$ cat config.mk
export PLATFORM = sky130hd
export DESIGN_NAME = lcs_led_current_clock_select
export DESIGN_NICKNAME = d
export VERILOG_FILES = /design/src/rtl/lcs_sync3.v /design/src/rtl/lcs_led_current_clock_select.v
export VERILOG_INCLUDE_DIRS = /design/src /design/src/rtl
export SDC_FILE = /design/constraint.sdc
export NUM_CORES = 1
export LEC_CHECK = 0
export BUFFER_PORTS_ARGS = -buffer_cell sky130_fd_sc_hd__clkbuf_2
export CAP_MARGIN = 40
export CORE_UTILIZATION = 54
export DETAILED_ROUTE_END_ITERATION = 6
export GPL_ROUTABILITY_DRIVEN = 1
export HOLD_SLACK_MARGIN = 0.08
export PLACE_DENSITY_LB_ADDON = 0.05
export SLEW_MARGIN = 20
export SYNTH_ARGS = -nofsm -noshare
export SYNTH_HDL_FRONTEND = slang
export SYNTH_SLANG_ARGS = --single-unit
$ cat constraint.sdc
create_clock -name mclk -period 3.36 [get_ports mclk]
set_input_delay 0.84 -clock mclk [delete_from_list [all_inputs] [get_ports mclk]]
set_output_delay 0.84 -clock mclk [all_outputs]
set_load 0.05 [all_outputs]
$ cat src/rtl/lcs_map.vh
// register offsets, reset values and timing constants for the led current and clock select block
// assumes byte-wide registers on the serial control interface's internal register port
`ifndef LCS_MAP_VH
`define LCS_MAP_VH
`define LCS_ADDR_CH7_CURRENT   8'h2C
`define LCS_ADDR_CH8_CURRENT   8'h2D
`define LCS_ADDR_CH9_CURRENT   8'h2E
`define LCS_ADDR_MISC          8'h05
`define LCS_ADDR_STATUS        8'h3A
`define LCS_CURRENT_RESET      8'hAF
`define LCS_CLKSEL_RESET       2'h0
`define LCS_BIT_INT_CLK_EN     0
`define LCS_BIT_DETECT_EN      1
`define LCS_BIT_EXT_IN_USE     0
`define LCS_SEL_FORCED_EXT     2'h0
`define LCS_SEL_FORCED_INT     2'h1
`define LCS_SEL_AUTO           2'h2
`define LCS_SEL_INTERNAL       2'h3
`define LCS_CURRENT_STEP_UA    100
`define LCS_DET_TIMEOUT_US     100
`define LCS_CLK_MHZ            125
// silence window of the detector in mclk cycles: 100 us at 125 MHz is 12500
`define LCS_DET_TIMEOUT_CYC    17'h030D4
`endif

$ cat src/rtl/lcs_sync3.v
// three-stage synchroniser with agreement filter for an asynchronous pin
// assumes the pin is unrelated to mclk
`timescale 1ns/100ps
`default_nettype none
module lcs_sync3 (
   input  wire mclk,
   input  wire rst_n,
   input  wire pin_in,
   output reg  level_out
);
   reg s1_reg;
   reg s2_reg;
   reg s3_reg;

   // s1 feeds only s2; a change counts once s2 and s3 agree
   always @(posedge mclk or negedge rst_n) begin
      if (!rst_n) begin
         s1_reg    <= 1'b0;
         s2_reg    <= 1'b0;
         s3_reg    <= 1'b0;
         level_out <= 1'b0;
      end else begin
         s1_reg <= pin_in;
         s2_reg <= s1_reg;
         s3_reg <= s2_reg;
         if (s2_reg == s3_reg) begin
            level_out <= s3_reg;
         end
      end
   end
endmodule
`default_nettype wire

$ cat src/rtl/lcs_led_current_clock_select.v
// channel 7..9 current setting registers and execution clock source selection
// assumes a byte register port from the serial control interface on mclk, and a slow
// internal oscillator and external clock pin both sampled as asynchronous inputs
`timescale 1ns/100ps
`default_nettype none
`include "lcs_map.vh"

// Summary of operation
// - Each of channels 7, 8 and 9 holds an 8-bit unsigned current code worth 100 uA per step.
// - Each current register is read/write and resets to 8'hAF, which is 17.5 mA.
// - Program execution is clocked from the internal 32.7 kHz oscillator or the external clock pin.
// - In auto mode the external clock is used only when a detector sees it toggling; forced external mode uses it without detection.
// - The external clock is nominally 32.7 kHz and engine speed simply follows whatever rate is given.
// - The detector places no upper limit on the external clock frequency.
// - A read-only status bit at 3A reports external clock use, meaningful only with detect enable set.
// - The two-bit select field decodes 00 forced external, 01 forced internal, 10 auto, 11 internal, reset 00.
module lcs_led_current_clock_select (
   input  wire       mclk,
   input  wire       rst_n,
   input  wire       reg_wr,
   input  wire       reg_rd,
   input  wire [7:0] reg_addr,
   input  wire [7:0] reg_wdata,
   output reg  [7:0] reg_rdata,
   input  wire       int_osc_in,
   input  wire       ext_clk_pin,
   output reg  [7:0] ch7_current_code,
   output reg  [7:0] ch8_current_code,
   output reg  [7:0] ch9_current_code,
   output reg        exec_clk,
   output reg        exec_tick,
   output reg        external_clock_in_use_flag
);
   // last count of the silence window; presence ends when it is reached
   localparam [16:0] DET_LAST = `LCS_DET_TIMEOUT_CYC - 17'h00001;

   // execution clock source states, binary coded
   localparam [0:0] SRC_INT = 1'h0;
   localparam [0:0] SRC_EXT = 1'h1;

   // limitation: the detector only sees the pin through the synchroniser, so a
   // pin toggling faster than about a quarter of mclk is seen as a slower clock
   // or as a stuck level; presence is still never refused for being too fast,
   // and the engines follow the rate that actually reaches them

   reg  [1:0]  clk_sel_reg;
   reg  [16:0] det_cnt_reg;
   reg  [16:0] det_cnt_next;
   reg         ext_present_reg;
   reg         ext_present_next;
   reg         ext_prev_reg;
   reg         int_prev_reg;
   reg  [0:0]  src_state_reg;
   reg  [0:0]  src_state_next;
   reg         exec_clk_next;
   reg         exec_tick_next;
   reg         flag_next;
   reg         want_ext;
   wire        use_ext;
   wire        ext_lvl;
   wire        int_lvl;
   wire        ext_edge;
   wire        int_edge;
   wire        clock_detect_enable;

   assign clock_detect_enable = clk_sel_reg[`LCS_BIT_DETECT_EN];

   // both clock sources arrive from other domains, so each is filtered first
   lcs_sync3 u_sync_ext (
      .mclk      (mclk),
      .rst_n     (rst_n),
      .pin_in    (ext_clk_pin),
      .level_out (ext_lvl)
   );

   lcs_sync3 u_sync_int (
      .mclk      (mclk),
      .rst_n     (rst_n),
      .pin_in    (int_osc_in),
      .level_out (int_lvl)
   );

   assign ext_edge = ext_lvl & ~ext_prev_reg;
   assign int_edge = int_lvl & ~int_prev_reg;

   // register writes; current codes drive the current sources directly
   always @(posedge mclk or negedge rst_n) begin
      if (!rst_n) begin
         ch7_current_code <= `LCS_CURRENT_RESET;
         ch8_current_code <= `LCS_CURRENT_RESET;
         ch9_current_code <= `LCS_CURRENT_RESET;
         clk_sel_reg      <= `LCS_CLKSEL_RESET;
      end else if (reg_wr) begin
         case (reg_addr)
            `LCS_ADDR_CH7_CURRENT: ch7_current_code <= reg_wdata;
            `LCS_ADDR_CH8_CURRENT: ch8_current_code <= reg_wdata;
            `LCS_ADDR_CH9_CURRENT: ch9_current_code <= reg_wdata;
            `LCS_ADDR_MISC:        clk_sel_reg      <= reg_wdata[1:0];
            default: ;
         endcase
      end
   end

   // read mux; the status register ignores writes, unmapped reads give zero
   always @(posedge mclk or negedge rst_n) begin
      if (!rst_n) begin
         reg_rdata <= 8'h00;
      end else if (reg_rd) begin
         case (reg_addr)
            `LCS_ADDR_CH7_CURRENT: reg_rdata <= ch7_current_code;
            `LCS_ADDR_CH8_CURRENT: reg_rdata <= ch8_current_code;
            `LCS_ADDR_CH9_CURRENT: reg_rdata <= ch9_current_code;
            `LCS_ADDR_MISC:        reg_rdata <= {6'h00, clk_sel_reg};
            `LCS_ADDR_STATUS:      reg_rdata <= {7'h00, external_clock_in_use_flag};
            default:               reg_rdata <= 8'h00;
         endcase
      end
   end

   // detector next state: any rising edge marks the clock present and no
   // minimum period is checked, so fast clocks are never rejected
   always @* begin
      det_cnt_next     = det_cnt_reg;
      ext_present_next = ext_present_reg;
      if (ext_edge) begin
         det_cnt_next     = 17'h00000;
         ext_present_next = 1'b1;
      end else if (det_cnt_reg >= DET_LAST) begin
         // a full window of silence ends presence; the counter parks here
         ext_present_next = 1'b0;
      end else begin
         det_cnt_next = det_cnt_reg + 17'h00001;
      end
   end

   // detector and edge history flops
   always @(posedge mclk or negedge rst_n) begin
      if (!rst_n) begin
         det_cnt_reg     <= 17'h00000;
         ext_present_reg <= 1'b0;
         ext_prev_reg    <= 1'b0;
         int_prev_reg    <= 1'b0;
      end else begin
         det_cnt_reg     <= det_cnt_next;
         ext_present_reg <= ext_present_next;
         ext_prev_reg    <= ext_lvl;
         int_prev_reg    <= int_lvl;
      end
   end

   // source request decoded from the select field
   always @* begin
      case (clk_sel_reg)
         `LCS_SEL_FORCED_EXT: want_ext = 1'b1;
         `LCS_SEL_AUTO:       want_ext = ext_present_reg;
         `LCS_SEL_FORCED_INT: want_ext = 1'b0;
         `LCS_SEL_INTERNAL:   want_ext = 1'b0;
         default:             want_ext = 1'b0;
      endcase
   end

   // switch source only while both clocks are low, so no runt pulse reaches
   // the engines; a dead external clock sits low, so fallback is not blocked,
   // but a source stuck high delays the switch until it drops
   always @* begin
      src_state_next = src_state_reg;
      case (src_state_reg)
         SRC_INT: begin
            if (want_ext && !int_lvl && !ext_lvl) begin
               src_state_next = SRC_EXT;
            end
         end
         SRC_EXT: begin
            if (!want_ext && !int_lvl && !ext_lvl) begin
               src_state_next = SRC_INT;
            end
         end
         default: begin
            src_state_next = SRC_INT;
         end
      endcase
   end

   // source state flop; internal oscillator after reset
   always @(posedge mclk or negedge rst_n) begin
      if (!rst_n) begin
         src_state_reg <= SRC_INT;
      end else begin
         src_state_reg <= src_state_next;
      end
   end

   assign use_ext = (src_state_reg == SRC_EXT);

   // selected level and edge; the engine rate follows the source rate
   // without any correction, so a fast external clock runs them fast
   always @* begin
      exec_clk_next  = use_ext ? ext_lvl : int_lvl;
      exec_tick_next = use_ext ? ext_edge : int_edge;
      flag_next      = use_ext & clock_detect_enable;
   end

   // outputs registered so the engines and the status read see clean levels
   always @(posedge mclk or negedge rst_n) begin
      if (!rst_n) begin
         exec_clk                   <= 1'b0;
         exec_tick                  <= 1'b0;
         external_clock_in_use_flag <= 1'b0;
      end else begin
         exec_clk                   <= exec_clk_next;
         exec_tick                  <= exec_tick_next;
         external_clock_in_use_flag <= flag_next;
      end
   end
endmodule
`default_nettype wire

Yosys cells after proc, flatten, opt, wreduce, memory -nomap -nowiden
Cells that the tools add are included.

Bits in latches: 0. Flip-flop bits (word level): 66. Input bits: 22. Bits in read-only memories: 0. Bits in writable memories: 0. Output and inout bits: 35. Memories: 0.

Multiply operators: 0. Magnitude comparators: 1. Add/subtract/negate cells: 1. Shifts and indexed selects: 0. Reductions and logical operators: 14. Equality and inequality tests: 11. Multiplexer cells: 11. Div/mod/pow operators: 0. Bitwise gates (word level): 6.

Operators by type and width (count): $pmux W8 S5 (1); $mux W17 (2); $eq A8 B6 Y1 const B (4); $add A17 B1 Y17 const B (1); $ge A17 B14 Y1 const B (1); $eq A8 B3 Y1 const B (1); $reduce_and A2 Y1 (4); $mux W1 (6); $eq A2 B2 Y1 const B (2); $logic_and A1 B1 Y1 (4); $and A1 B1 Y1 (3); $logic_not A1 Y1 (3); $not A1 Y1 (3); $pmux W1 S3 (1); $eq A1 B1 Y1 (2); $eq A2 B1 Y1 const B (1); $logic_not A2 Y1 (1); $ne A2 B2 Y1 const B (1); $pmux W1 S2 (1); $reduce_bool A2 Y1 (1); $reduce_or A2 Y1 (1).

Depth between registers and ports, before layout
Word-level depth: 8. Depth in mapped cells: 8. Depth with buffers taken out: 6.

Hierarchy
A second synthesis with hierarchy kept.

Cell total of the unflattened synthesis: 250. Area total of the unflattened synthesis: 2999.1 um^2.

By module, submodules not included: lcs_led_current_clock_select (area an instance 2776.4 um^2, cells each 240, sequential area each 1473.9 um^2, instances 1); lcs_sync3 (area an instance 111.4 um^2, cells each 5, sequential area each 100.1 um^2, instances 2).

Worst setup path after synthesis
OpenSTA, ideal clock, no wires.

Path kind: input port to flip-flop. From: input reg_addr[4]. To: register ch7_current_code[4]. Setup slack: 0.904 ns. Setup time: 0.125 ns. Required time: 3.235 ns. Path buffers: 0. Arrival: 2.331 ns. Cell stages on the path: 5. Cell sequence: nand2b_1 > or4_1 > nor3_2 > nand2_1 > mux2_2.

Cells in the longest elaborated chain, start to end: 2.

Ends and longest elaborated chain: start: declaration (line lcs_led_current_clock_select.v:22) `input wire [7:0] reg_addr,`; $eq A8 B6 Y1 (line lcs_led_current_clock_select.v:94) `case (reg_addr)`; $reduce_and A2 Y1 (no source line); end signal: assignment (line lcs_led_current_clock_select.v:89) `` ch7_current_code <= `LCS_CURRENT_RESET; ``; end signal: assignment (line lcs_led_current_clock_select.v:95) `` `LCS_ADDR_CH7_CURRENT: ch7_current_code <= reg_wdata; ``; end: declaration (line lcs_led_current_clock_select.v:27) `output reg [7:0] ch7_current_code,`.

Every way passes these cells. A chain may end at the register's enable or synchronous reset.

Worst setup path after layout
From: register det_cnt_reg[0]. To: register det_cnt_reg[12].

Cells in the longest elaborated chain, start to end: 3. Elaborated cells on any way between the ends: 5. Classes of those cells: add/sub: 1; order compare: 1; eq/ne: 1; mux: 2.

Ends and longest elaborated chain: start: declaration (line lcs_led_current_clock_select.v:47) `reg [16:0] det_cnt_reg;`; start signal: assignment (line lcs_led_current_clock_select.v:144) `det_cnt_reg <= det_cnt_next;`; $add A17 B1 Y17 (line lcs_led_current_clock_select.v:132) `det_cnt_next = det_cnt_reg + 17'h00001;`; $mux W17 (line lcs_led_current_clock_select.v:128) `end else if (det_cnt_reg >= DET_LAST) begin`; $mux W17 (line lcs_led_current_clock_select.v:125) `if (ext_edge) begin`.

Parallel ways exist; a longest one is shown, timed or not. The select of a mux whose other input is x is not followed.

==> run metrics <==
DRC violation total after the first TritonRoute iteration 95; xor and xnor fraction of the mapped netlist area 1.52%; overall overflow remaining after global route 0; Worst VDD drop 0.000362 V; Setup Crit Path Kind flip-flop to flip-flop; fraction of the yosys area taken by sequential cells 58.0%; count of unresolved DRC violations after routing 0; compound-cell area share of the yosys netlist 10.9%; top flip-flop cell by instance count after synthesis sky130_fd_sc_hd__dfrtp_1; type of element capturing the critical path flip-flop; total negative slack 0 ps; maximum fanout encountered on the critical timing path 9; Avg Inst Size Synth 12.0 sq um; cell area after placement 0.00324 sq mm; result of the run completed; Post-Syn Instances 240; cell breakdown of the critical path ha_1, and4_1, and4_4, or3_1, or4_1, a21oi_1; clock transition time at the flip-flop clock pins of the worst setup and hold paths 70 ps; RD Place Congestion just over 0.8; portion of the clock cycle consumed by the worst path in the final layout 71.8%; crit-path max cell delay about 530 ps; Net Count, Synth about 260; count of antenna diodes in the layout 0; quantity of gates resized following cts 0; Total Die Area about 0.0056 sq mm; number of nets in the final layout 327; aggregate routed wire length 5960 microns; unrepaired setup endpoints after global routing false; leakage power summed over all cells about 1.6 nW; Final Slew Violations 0; time the worst path needs with I/O delays and setup 2410 ps; final standard cell area without fillers 0.00348 sq mm; most common library cells after synthesis sky130_fd_sc_hd__dfrtp_1, sky130_fd_sc_hd__nand2_1, sky130_fd_sc_hd__dfstp_2; max reg flops 17; Post-Syn Area 0.00289 sq mm; number of warnings printed during yosys synthesis 0; Tightest Pin Transition 651 ps; DRT antenna net count 0; biggest area consumer among synthesized cells sky130_fd_sc_hd__dfrtp_1; most frequently used cell type in the post-synthesis netlist sky130_fd_sc_hd__dfrtp_1; clock sink count 66; TritonCTS clock tree yes; cell types with the largest area share after synthesis sky130_fd_sc_hd__dfrtp_1, sky130_fd_sc_hd__dfstp_2, sky130_fd_sc_hd__mux2_2; power density normalized to cell area around 530 mW/mm^2; Worst setup SP type flip-flop; clk_lat worst skew ~330 ps; Post-Place Setup Slack just over 600 ps; combinational family with the most area after synthesis simple AND/OR/NAND/NOR gates; Post-CTS Hold Fix Bufs 0; via count of the routed design 2136; fraction of layout instances using a drive strength above 1 a little over a third; maximum clock path buffer count 2; Area growth syn-to-layout 20.5%; setup clock skew after layout 7.08 ps; count of buffers from port buffering 56; number of register bits inferred by synthesis 66; filler cell count in the final layout ~400; crit path max-delay cell type sky130_fd_sc_hd__or4_1; area share of the leading cell type in the synthesized netlist 41.6%; count of flip-flops with a built-in enable after synthesis 0; global router's overall resource usage 23.2%; simple-gate share of the synthesized area 15.0%; starting density of the core a little under three fifths; DP Cell Count 362; Data arrival, critical path 2660 ps; post-route worst setup slack around 950 ps; placed wire-length estimate about 4200 microns; min-delay worst type flip-flop to flip-flop; total iterations of the first detailed-routing run 5; share of cell area taken by muxes after synthesis 10.8%; setup-violating endpoint count in the final report 0; num ports 57; Die Span Y between 70 and 80 microns; maximum operating frequency around 410 MHz; per-cell via count in the routed design about 5.6; Max Cap Violations 0; largest net degree at the start of global routing 67; utilization of the core after routing approximately 68%; CORE AREA 0.00514 sq mm; fin cells 379; worst max-slew margin expressed relative to the limit a little under three fifths; cell row count 26; initial antenna violation count 0; routed length per placed instance 15.7 microns; deepest level of the CTS H-tree 3; endpoint required time on the critical path 3610 ps; Yosys cell types 46; Post-Synth Adder-Cell Area 1.13%; total clock buffers created by CTS 9; width of the die 75.1 microns; global-route wire length before repair ~9500 microns; async set or reset register ratio after synthesis 100%; final hold vios 0; setup repair bufs after CTS 0; number of global-route vias before repair 1959; library cell used as clock root buffer sky130_fd_sc_hd__clkbuf_8
## routing by layer
layer	track usage, %	part of all wire (%)	vias up
li1	-	-	1010
met1	34.3	48	1041
met2	34.0	45	77
met3	3.21	6.1	8
met4	10.5	1.4	0
met5	0	0	-
## stage by stage
stage          total power [W]  hold slack, ps
6_report               0.00185             357
5_1_grt                0.00193             366
4_1_cts                0.00187             359
3_5_place_dp           0.00116             338
3_3_place_gp           0.00115             339
2_1_floorplan          0.00108             331
## worst paths after layout
| path | cells after the start | slack, ps | to | from |
|---|---|---|---|---|
| min reg2reg | 0 | 360 | u_sync_ext.s2_reg | u_sync_ext.s1_reg |
| min in group asynchronous | 2 | 390 | reg_rdata[7] | rst_n |
| min | 0 | 360 | u_sync_ext.s2_reg | u_sync_ext.s1_reg |
| max | 6 | 950 | det_cnt_reg[12] | det_cnt_reg[0] |
| max reg2reg | 6 | 950 | det_cnt_reg[12] | det_cnt_reg[0] |
| max in group asynchronous | 3 | 2430 | ch8_current_code[3] | rst_n |
## cells by family after synthesis
group	Yosys count
multiplexers	28
adder cells (fa/ha/maj)	3
XOR/XNOR	5
flip-flops	66
buffers and inverters	17
AO/OA/AOI/OAI	43
AND/OR/NAND/NOR	78
## cell type report
class	count	area, sq um	share of cell area (%)
well taps	70	87.6	2.52
clock buffers	11	131	3.77
inverters	9	33.8	0.971
clock inverters	5	78.8	2.26
flip-flops and latches	66	1670	48.1
multi-input cells	157	1140	32.7
repair buffers	61	338	9.71
## cell usage in the layout (no fill, tap or decap), drive strengths merged, types with 3 or more instances in the layout
master / synthesis / final
xnor2: 5 / 5
mux2: 26 / 26
nand2b: 5 / 5
clkbuf: 5 / 67
nor4: 5 / 5
a222oi: 6 / 6
dfstp: 18 / 18
and2: 5 / 5
and3: 4 / 4
nand4: 4 / 4
and4: 3 / 3
nor2: 12 / 12
or4: 3 / 3
inv: 9 / 9
o22ai: 8 / 8
clkinv: 0 / 3
buf: 3 / 5
o21ai: 5 / 5
nand2: 22 / 22
a21oi: 8 / 8
a22o: 3 / 3
dfrtp: 48 / 48
nor3: 5 / 5
or3: 4 / 4
nand3: 3 / 3
## where the power goes
| group | switching (W) | internal [W] |
|---|---|---|
| clock network | 0.000285 | 0.000417 |
| logic | 0.000160 | 0.0000817 |
| registers | 0.0000541 | 0.000854 |
| total | 0.000499 | 0.00135 |
## worst max-delay path, delay by kind of cell (launching register included)
kind	cells	cell delay, ps
simple gates	4	1480
flops	1	420
fa+ha+maj	1	280
compound gates	1	160
(Power assumes the default switching activity.)
